==> src/rtl/aovd_regs.vh <==
// constants for the ascii output value decoder
// Function
// - format 00 selects engineering units
// - engineering field: dd.ddd, six characters
// - volts on voltage range, milliamps otherwise
// - format 01 selects percent of span
// - percent field: ddd.dd, 000.00 to 100.00
// - percent measured from range minimum
// - percent resolved in 0.2% steps
// - format 10: three hex characters, 12 bits
// - FFF is range maximum, 000 minimum
// - range codes 30, 31, 32 decoded
// - engineering values bounded per range
// - no negative values accepted
// - factory calibration used until replaced
`ifndef AOVD_REGS_VH
`define AOVD_REGS_VH
`define AOVD_FMT_ENG    2'h0
`define AOVD_FMT_PCT    2'h1
`define AOVD_FMT_HEX    2'h2
`define AOVD_RNG_I20    8'h30
`define AOVD_RNG_I4     8'h31
`define AOVD_RNG_V10    8'h32
`define AOVD_ENG_LEN    3'h6
`define AOVD_HEX_LEN    3'h3
`define AOVD_MIN_I4     17'h0_0FA0
`define AOVD_SPAN_I20   17'h0_4E20
`define AOVD_SPAN_I4    17'h0_3E80
`define AOVD_SPAN_V10   17'h0_2710
`define AOVD_PCT_FULL   17'h0_2710
`define AOVD_PCT_STEP   17'h0_0014
`define AOVD_PCT_STEPS  17'h0_01F4
`define AOVD_CODE_FULL  27'h000_0FFF
`define AOVD_DIV_STEPS  5'h1A
`define AOVD_CAL_LOW_RST  12'h000
`define AOVD_CAL_HIGH_RST 12'h000
`define AOVD_CH_ZERO    8'h30
`define AOVD_CH_NINE    8'h39
`define AOVD_CH_POINT   8'h2E
`define AOVD_CH_A_UP    8'h41
`define AOVD_CH_F_UP    8'h46
`define AOVD_CH_A_LO    8'h61
`define AOVD_CH_F_LO    8'h66
`define AOVD_K10000     17'h0_2710
`define AOVD_K1000      17'h0_03E8
`define AOVD_K100       17'h0_0064
`define AOVD_K10        17'h0_000A
`endif

==> src/rtl/aovd_decoder.v <==
// ascii output value decoder: field capture, checks, scaling, trim
`include "aovd_regs.vh"
module aovd_decoder (
  // clock and reset
  input  wire        CLOCK,
  input  wire        RSTN,
  // configuration, from logic on this clock
  input  wire [1:0]  FORMAT,
  input  wire [7:0]  RANGE,
  // value field, one character per strobe
  input  wire        CHAR_VALID,
  input  wire [7:0]  CHAR_DATA,
  input  wire        FIELD_END,
  // calibration commands
  input  wire        TRIM_STROBE,
  input  wire [7:0]  TRIM_COUNTS,
  input  wire        CAL_LOW,
  input  wire        CAL_HIGH,
  // results
  output reg         BUSY,
  output reg         OUT_VALID,
  output reg         OUT_ERROR,
  output reg  [11:0] OUT_CODE,
  output reg  [11:0] DAC_CODE
);

  localparam S_IDLE  = 3'b001;
  localparam S_CHECK = 3'b010;
  localparam S_DIV   = 3'b100;

  reg  [2:0]  state;
  reg  [2:0]  cnt;
  reg  [7:0]  fld [0:5];
  reg  [1:0]  fmt;
  reg  [7:0]  rng;

  reg  [26:0] num;
  reg  [16:0] den;
  reg  [16:0] rem;
  reg  [26:0] quo;
  reg  [4:0]  step;
  reg         first;

  reg  [11:0] trim;
  reg  [11:0] cal_low;
  reg  [11:0] cal_high;

  wire [5:0]  is_dig;
  wire [5:0]  is_hex;

  // inputs come from the command parser on CLOCK, so no synchroniser
  wire take_char = CHAR_VALID & ~FIELD_END & (state == S_IDLE);

  genvar i;
  generate
    for (i = 0; i < 6; i = i + 1) begin : g_chr
      always @(posedge CLOCK or negedge RSTN) begin
        if (!RSTN) begin
          fld[i] <= 8'h00;
        end else if (take_char && cnt == i) begin
          fld[i] <= CHAR_DATA;
        end
      end

      assign is_dig[i] = (fld[i] >= `AOVD_CH_ZERO) &
                         (fld[i] <= `AOVD_CH_NINE);
      // minus sign and blanks fail here, so no value can go negative
      assign is_hex[i] = is_dig[i] |
        ((fld[i] >= `AOVD_CH_A_UP) & (fld[i] <= `AOVD_CH_F_UP)) |
        ((fld[i] >= `AOVD_CH_A_LO) & (fld[i] <= `AOVD_CH_F_LO));
    end
  endgenerate

  function [3:0] nib;
    input [7:0] c;
    input       dig;
    // letter nibble a..f is 1..6, plus 9 gives 10..15
    begin
      nib = dig ? c[3:0] : c[3:0] + 4'h9;
    end
  endfunction

  function [16:0] dec5;
    input [3:0] a;
    input [3:0] b;
    input [3:0] c;
    input [3:0] d;
    input [3:0] e;
    begin
      dec5 = {13'h0000, a} * `AOVD_K10000 +
             {13'h0000, b} * `AOVD_K1000 +
             {13'h0000, c} * `AOVD_K100 +
             {13'h0000, d} * `AOVD_K10 +
             {13'h0000, e};
    end
  endfunction

  // first character is the most significant nibble
  wire [11:0] hex_code = {nib(fld[0], is_dig[0]), nib(fld[1], is_dig[1]),
                          nib(fld[2], is_dig[2])};

  // engineering value in thousandths of a volt or milliamp
  wire [16:0] eng_val = dec5(fld[0][3:0], fld[1][3:0], fld[3][3:0],
                             fld[4][3:0], fld[5][3:0]);
  // percent in hundredths
  wire [16:0] pct_val = dec5(fld[0][3:0], fld[1][3:0], fld[2][3:0],
                             fld[4][3:0], fld[5][3:0]);

  // range code picks the offset and span of the engineering format
  wire        rng_ok = (rng == `AOVD_RNG_I20) | (rng == `AOVD_RNG_I4) |
                       (rng == `AOVD_RNG_V10);
  wire [16:0] r_min  = (rng == `AOVD_RNG_I4) ? `AOVD_MIN_I4 : 17'h0_0000;
  wire [16:0] r_span = (rng == `AOVD_RNG_I20) ? `AOVD_SPAN_I20 :
                       (rng == `AOVD_RNG_I4)  ? `AOVD_SPAN_I4 :
                                                `AOVD_SPAN_V10;
  wire [16:0] r_max  = r_min + r_span;

  // shape checks: length, digit positions, decimal point
  wire eng_shape = (cnt == `AOVD_ENG_LEN) & (&is_dig[1:0]) &
                   (fld[2] == `AOVD_CH_POINT) & (&is_dig[5:3]);
  wire pct_shape = (cnt == `AOVD_ENG_LEN) & (&is_dig[2:0]) &
                   (fld[3] == `AOVD_CH_POINT) & (&is_dig[5:4]);
  wire hex_shape = (cnt == `AOVD_HEX_LEN) & (&is_hex[2:0]);

  // value checks, only meaningful once the shape is right
  wire eng_low_ok  = (eng_val >= r_min);
  wire eng_high_ok = (eng_val <= r_max);
  wire pct_high_ok = (pct_val <= `AOVD_PCT_FULL);

  wire eng_ok = eng_shape & eng_low_ok & eng_high_ok;
  wire pct_ok = pct_shape & pct_high_ok;
  wire hex_ok = hex_shape;

  reg fld_ok;
  always @* begin
    case (fmt)
      `AOVD_FMT_ENG: fld_ok = rng_ok & eng_ok;
      `AOVD_FMT_PCT: fld_ok = rng_ok & pct_ok;
      `AOVD_FMT_HEX: fld_ok = rng_ok & hex_ok;
      default:       fld_ok = 1'b0;
    endcase
  end

  // offset from range minimum, times full code, plus half span to round
  wire [16:0] eng_ofs = eng_val - r_min;
  wire [26:0] eng_num = {10'h000, eng_ofs} * `AOVD_CODE_FULL +
                        {11'h000, r_span[16:1]};
  // first percent pass rounds to the nearest 0.2% step
  wire [26:0] pct_num = {10'h000, pct_val} +
                        {10'h000, `AOVD_PCT_STEP >> 1};

  // restoring divider, one quotient bit per cycle
  // dividend enters msb first; remainder stays below the divisor
  wire [17:0] trial = {rem, num[26]};
  wire        ge    = (trial >= {1'b0, den});
  wire [17:0] diff  = trial - {1'b0, den};
  wire [26:0] q_fin = {quo[25:0], ge};
  wire [26:0] pct2_num = {15'h0000, q_fin[11:0]} * `AOVD_CODE_FULL +
                         {10'h000, `AOVD_PCT_STEPS >> 1};

  always @(posedge CLOCK or negedge RSTN) begin
    if (!RSTN) begin
      state     <= S_IDLE;
      cnt       <= 3'h0;
      fmt       <= `AOVD_FMT_ENG;
      rng       <= `AOVD_RNG_I20;
      num       <= 27'h000_0000;
      den       <= 17'h0_0001;
      rem       <= 17'h0_0000;
      quo       <= 27'h000_0000;
      step      <= 5'h00;
      first     <= 1'b0;

      BUSY      <= 1'b0;
      OUT_VALID <= 1'b0;
      OUT_ERROR <= 1'b0;
      OUT_CODE  <= 12'h000;
    end else begin
      OUT_VALID <= 1'b0;
      OUT_ERROR <= 1'b0;

      case (state)
        S_IDLE: begin
          // end mark fixes format and range for this field
          if (FIELD_END) begin
            fmt   <= FORMAT;
            rng   <= RANGE;
            state <= S_CHECK;
            BUSY  <= 1'b1;
          end else if (take_char && cnt != 3'h7) begin
            // saturates so an overlong field stays a length error
            cnt <= cnt + 3'h1;
          end
        end

        S_CHECK: begin
          cnt  <= 3'h0;
          rem  <= 17'h0_0000;
          quo  <= 27'h000_0000;
          step <= `AOVD_DIV_STEPS;

          if (!fld_ok) begin
            OUT_ERROR <= 1'b1;
            BUSY      <= 1'b0;
            state     <= S_IDLE;
          end else if (fmt == `AOVD_FMT_HEX) begin
            // hex needs no arithmetic, answers at once
            OUT_CODE  <= hex_code;
            OUT_VALID <= 1'b1;
            BUSY      <= 1'b0;
            state     <= S_IDLE;
          end else if (fmt == `AOVD_FMT_PCT) begin
            num   <= pct_num;
            den   <= `AOVD_PCT_STEP;
            first <= 1'b1;
            state <= S_DIV;
          end else begin
            num   <= eng_num;
            den   <= r_span;
            first <= 1'b0;
            state <= S_DIV;
          end
        end

        S_DIV: begin
          rem  <= ge ? diff[16:0] : trial[16:0];
          quo  <= q_fin;
          num  <= {num[25:0], 1'b0};
          step <= step - 5'h01;

          if (step == 5'h00) begin
            rem <= 17'h0_0000;
            quo <= 27'h000_0000;
            if (first) begin
              // steps of 0.2% scaled over the whole span
              num   <= pct2_num;
              den   <= `AOVD_PCT_STEPS;
              first <= 1'b0;
              step  <= `AOVD_DIV_STEPS;
            end else begin
              // rounding numerator stays below span times 4096
              OUT_CODE  <= q_fin[11:0];
              OUT_VALID <= 1'b1;
              BUSY      <= 1'b0;
              state     <= S_IDLE;
            end
          end
        end

        default: begin
          state <= S_IDLE;
          BUSY  <= 1'b0;
        end
      endcase
    end
  end

  // counts arrive signed; widened to the trim width
  wire [11:0] trim_step = {{4{TRIM_COUNTS[7]}}, TRIM_COUNTS};

  // calibration: anchors start at factory values, trim is live
  always @(posedge CLOCK or negedge RSTN) begin
    if (!RSTN) begin
      trim     <= 12'h000;
      cal_low  <= `AOVD_CAL_LOW_RST;
      cal_high <= `AOVD_CAL_HIGH_RST;
    end else if (CAL_LOW) begin
      cal_low <= cal_low + trim;
      trim    <= 12'h000;
    end else if (CAL_HIGH) begin
      cal_high <= cal_high + trim;
      trim     <= 12'h000;
    end else if (TRIM_STROBE) begin
      // wraps at 12 bits; trims are small in practice
      trim <= trim + trim_step;
    end
  end

  // offset interpolated between low anchor at code 0 and high at full
  wire [12:0] cal_diff = {cal_high[11], cal_high} - {cal_low[11], cal_low};
  wire [25:0] cal_prod = $signed(cal_diff) * $signed({1'b0, OUT_CODE});
  wire [13:0] cal_off  = {{2{cal_low[11]}}, cal_low} + cal_prod[25:12];

  // all terms widened so the clamp sees both sign and overflow
  wire [15:0] code_ext = {4'h0, OUT_CODE};
  wire [15:0] off_ext  = {{2{cal_off[13]}}, cal_off};
  wire [15:0] trim_ext = {{4{trim[11]}}, trim};
  wire [15:0] dac_sum  = code_ext + off_ext + trim_ext;
  wire        dac_neg  = dac_sum[15];
  wire        dac_over = (dac_sum[14:12] != 3'h0);

  // clamp keeps the converter code inside its 12-bit scale
  always @(posedge CLOCK or negedge RSTN) begin
    if (!RSTN) begin
      DAC_CODE <= 12'h000;
    end else if (dac_neg) begin
      DAC_CODE <= 12'h000;
    end else if (dac_over) begin
      DAC_CODE <= 12'hFFF;
    end else begin
      DAC_CODE <= dac_sum[11:0];
    end
  end

endmodule // aovd_decoder

==> config.mk <==
export PLATFORM = sky130hd
export DESIGN_NAME = aovd_decoder
export DESIGN_NICKNAME = d
export VERILOG_FILES = /design/src/rtl/aovd_decoder.v
export VERILOG_INCLUDE_DIRS = /design/src /design/src/rtl
export SDC_FILE = /design/constraint.sdc
export NUM_CORES = 2
export LEC_CHECK = 0
export BUFFER_PORTS_ARGS = -buffer_cell sky130_fd_sc_hd__buf_4
export CAP_MARGIN = 40
export CORE_MARGIN = 3
export CORE_UTILIZATION = 65
export CTS_CLUSTER_SIZE = 20
export DETAILED_ROUTE_END_ITERATION = 10
export PLACE_DENSITY = 0.94
export SLEW_MARGIN = 5
export SYNTH_ARGS = -nofsm -noshare
export SYNTH_HDL_FRONTEND = slang
export SYNTH_SLANG_ARGS = --single-unit
==> constraint.sdc <==
create_clock -name CLOCK -period 31.8 [get_ports CLOCK]
set_input_delay 6.36 -clock CLOCK [delete_from_list [all_inputs] [get_ports CLOCK]]
set_output_delay 6.36 -clock CLOCK [all_outputs]
set_load 0.01 [all_outputs]
==> out/metrics.csv <==
stage,metric,value,unit
grt,first-pass GRT wire length,131,mm
clocking,clk_lat worst skew,470,ps
die,initial core utilization,0.659,
clocking,clock buffer depth,2,
clocking,CTS tree,yes,
setup_path,critical path class,flip-flop to flip-flop,
synthesis,syn_area_per_cell,9.37,sq um
grt,largest net degree at the start of global routing,81,
setup_path,CP Buf/Inv Count,5,
timing,Max Clock Freq,0.0792,GHz
synthesis,top-count cell post-synth,inv_1,
synthesis,leading area contributor after synthesis,fa_1,
synthesis,number of enable flip-flop cells after synthesis,0,
setup_path,Worst path slowest cell,o211ai_1,
drt,1st-pass router iterations,6,
run_status,status,finished clean,
setup_path,critical path's largest stage delay,730,ps
setup_path,R2R Setup Slk,19180,ps
placed_design,RD Place Congestion,0.946,
die,die height,223,um
layout,layout cell share with drive strength beyond 1,0.0648,
synthesis,Mapped Cells,3281,
drt,DRC Markers,0,
worst_hold_path,hold depth,2,
placed_design,Placed Area,31800,sq um
die,die area,49900,sq um
timing,Final TNS setup,0,ps
synthesis,Ys Warns,0,
synthesis,"top cells by area, synth","fa_1 (25%), ha_1 (17%), dfrtp_1 (16%)",
setup_path,CP required,32180,ps
setup_path,worst reg2reg path depth,48,
setup_path,RR Endpoint,DAC_CODE[5],
drt,antenna-violating nets left,0,
clocking,setup bufs post-CTS,0,
drt,first-iteration detailed-routing DRC count,2187,
synthesis,most used flip-flop cell after synthesis,dfrtp_1,
clocking,CTS buffer count,17,
timing,final hold violations,0,
clocking,clock root cell,clkbuf_16,
synthesis,Synth top area share,0.247,
timing,fin crit share,0.397,
layout,Final nets,4141,
grt,vias in the first global route,25876,
setup_path,CP endpoint kind,flip-flop,
die,IO Count,60,
grt,gr ovfl total,0,
synthesis,distinct cell type count after synthesis,84,
worst_hold_path,worst min path class,flip-flop to flip-flop,
die,core area,46700,sq um
drt,routed via count,24481,
setup_path,Worst setup SP type,flip-flop,
setup_path,Setup crit start,cal_low[1],
setup_path,Worst path depth,48,
setup_path,critical path's top delay family,compound AO/OA/AOI/OAI gates,
timing,Final setup viols,0,
timing,minimum clock period,12620,ps
clocking,Clock transition at path regs,80,ps
layout,Syn-to-layout area delta,5.41,%
die,Chip Width,223,um
timing,RSZ-0062 raised after global routing,no,
grt,initial antenna violation count,0,
clocking,CTS H-Tree Depth,4,
placed_design,IO buf count,59,
synthesis,Post-synth top cells,"inv_1 (583), ha_1 (425), fa_1 (380), nand2_1 (247), dfrtp_1 (196)",
die,row cnt,79,
timing,Worst-Margin Slew,919,ps
synthesis,syn nets,4119,
setup_path,r2r startpoint,cal_low[1],
setup_path,CP arrival,13000,ps
synthesis,Seq cells post-synth,200,
clocking,hold_buf cts,0,
synthesis,cell area after synthesis,30700,sq um
clocking,clock sinks,200,
layout,design area,32400,sq um
synthesis,Post-synth ARST share,1.00,
drt,WL final,79.7,mm
run,maxcap violations,0,
setup_path,Critical Path Most Common Cell,o21ai_0,
drt,DR WL/cell,20.3,um
grt,Overall Global Routing Usage,0.326,
timing,Final Max Tran Viols,0,
synthesis,"Seq/Total Area, Yosys",0.163,
setup_path,Crit Path Max Fanout,12,
placed_design,post-DP HPWL,62.8,mm
setup_path,Worst Setup EP,DAC_CODE[5],
timing,Setup Skew,13.4,ps
timing,Slew headroom,0.388,
clocking,cts repair resizes,0,
drt,Vias/cell,6.24,
## cells by family (layout without fill, tap and decap cells)
kind of cell,Yosys count,in the layout,synth area share
AOI/OAI and AO/OA,555,555,0.114
other,1,2,0.000122
adders and majority gates,810,810,0.422
xor gates and xnor gates,217,217,0.0637
DFF,200,200,0.163
buffers and inverters,657,692,0.0817
and+or+nand+nor,713,713,0.110
muxes,128,128,0.0448
## per-layer routing
metal,vias up,track usage,routed length [um]
met3,319,0.0629,6950
met1,12085,0.407,30200
met4,0,0.145,3780
met2,1325,0.553,38700
li1,10752,-,-
met5,-,0,0
## worst reg2reg max path, delay by kind of cell, from the launching register on
| family | cells | cell delay (ps) |
|---|---|---|
| AO/OA/AOI/OAI | 22 | 5020 |
| adder cells (fa/ha/maj) | 10 | 3900 |
| flip-flops | 1 | 450 |
| AND/OR/NAND/NOR | 8 | 2230 |
| XOR/XNOR | 2 | 340 |
| buffers and inverters | 5 | 470 |
| multiplexers | 1 | 130 |
## metrics by stage
stage | hold slack (ps) | setup slack [ps] | utilization | cells
2_1_floorplan | 445 | 20900 | - | 3281
3_3_place_gp | 463 | 20240 | 0.680 | 3886
3_5_place_dp | 476 | 19610 | 0.681 | 3891
4_1_cts | 492 | 19500 | 0.694 | 3923
5_1_grt | 508 | 18500 | 0.694 | 3923
6_report | 488 | 19180 | 0.694 | 3924
## state kept, by name, indices dropped and copies added (netlist names)
register	flops
step	5
state	3
OUT_ERROR	1
fmt	2
den	12
rem	17
OUT_CODE	12
first	1
quo	11
fld	48
cnt	3
DAC_CODE	12
num	27
trim	12
BUSY	1
rng	8
OUT_VALID	1
cal_high	12
cal_low	12
## area by class of cell
| cell class | instances | area (sq um) |
|---|---|---|
| Fill cell | 3139 | 14300 |
| Clock inverter | 14 | 180 |
| Tap cell | 607 | 759 |
| Inverter | 583 | 2190 |
| Clock buffer | 18 | 439 |
| Multi-Input combinational cell | 2424 | 23200 |
| Antenna cell | 1 | 2.50 |
| Sequential cell | 200 | 5010 |
| Timing Repair Buffer | 77 | 604 |
## layout by cell type, fill, tap and decap left out, types with 13 or more instances in the layout
cell type	synthesis	final
a211oi_1	23	23
a21boi_0	16	16
a21o_1	55	55
a21oi_1	140	140
a31oi_1	18	18
and2_1	71	71
and3_1	14	13
buf_4	4	75
clkbuf_16	0	17
dfrtp_1	196	196
fa_1	380	380
ha_1	425	425
inv_1	583	583
mux2_2	69	69
mux2i_1	57	57
nand2_1	247	247
nand2b_1	30	30
nand3_1	51	51
nor2_1	161	161
nor2b_1	34	34
nor3_1	32	32
o21a_1	30	30
o21ai_0	151	151
o21bai_1	22	22
or3_1	13	13
xnor2_1	146	146
xor2_1	65	65
## how the worst min path moves through the flow
| stage | start | slack (ps) | end |
|---|---|---|---|
| 3_5_place_dp | rem[16] | 480 | rem[16] |
| 3_3_place_gp | rem[16] | 460 | rem[16] |
| 6_report | rem[16] | 490 | rem[16] |
| 5_1_grt | den[0] | 510 | den[0] |
| 2_1_floorplan | rem[16] | 440 | rem[16] |
| 4_1_cts | rem[16] | 490 | rem[16] |
Power is left out: the tool's default activity adds up to more than one toggle a clock period on the data nets, which glitch-free logic cannot reach.
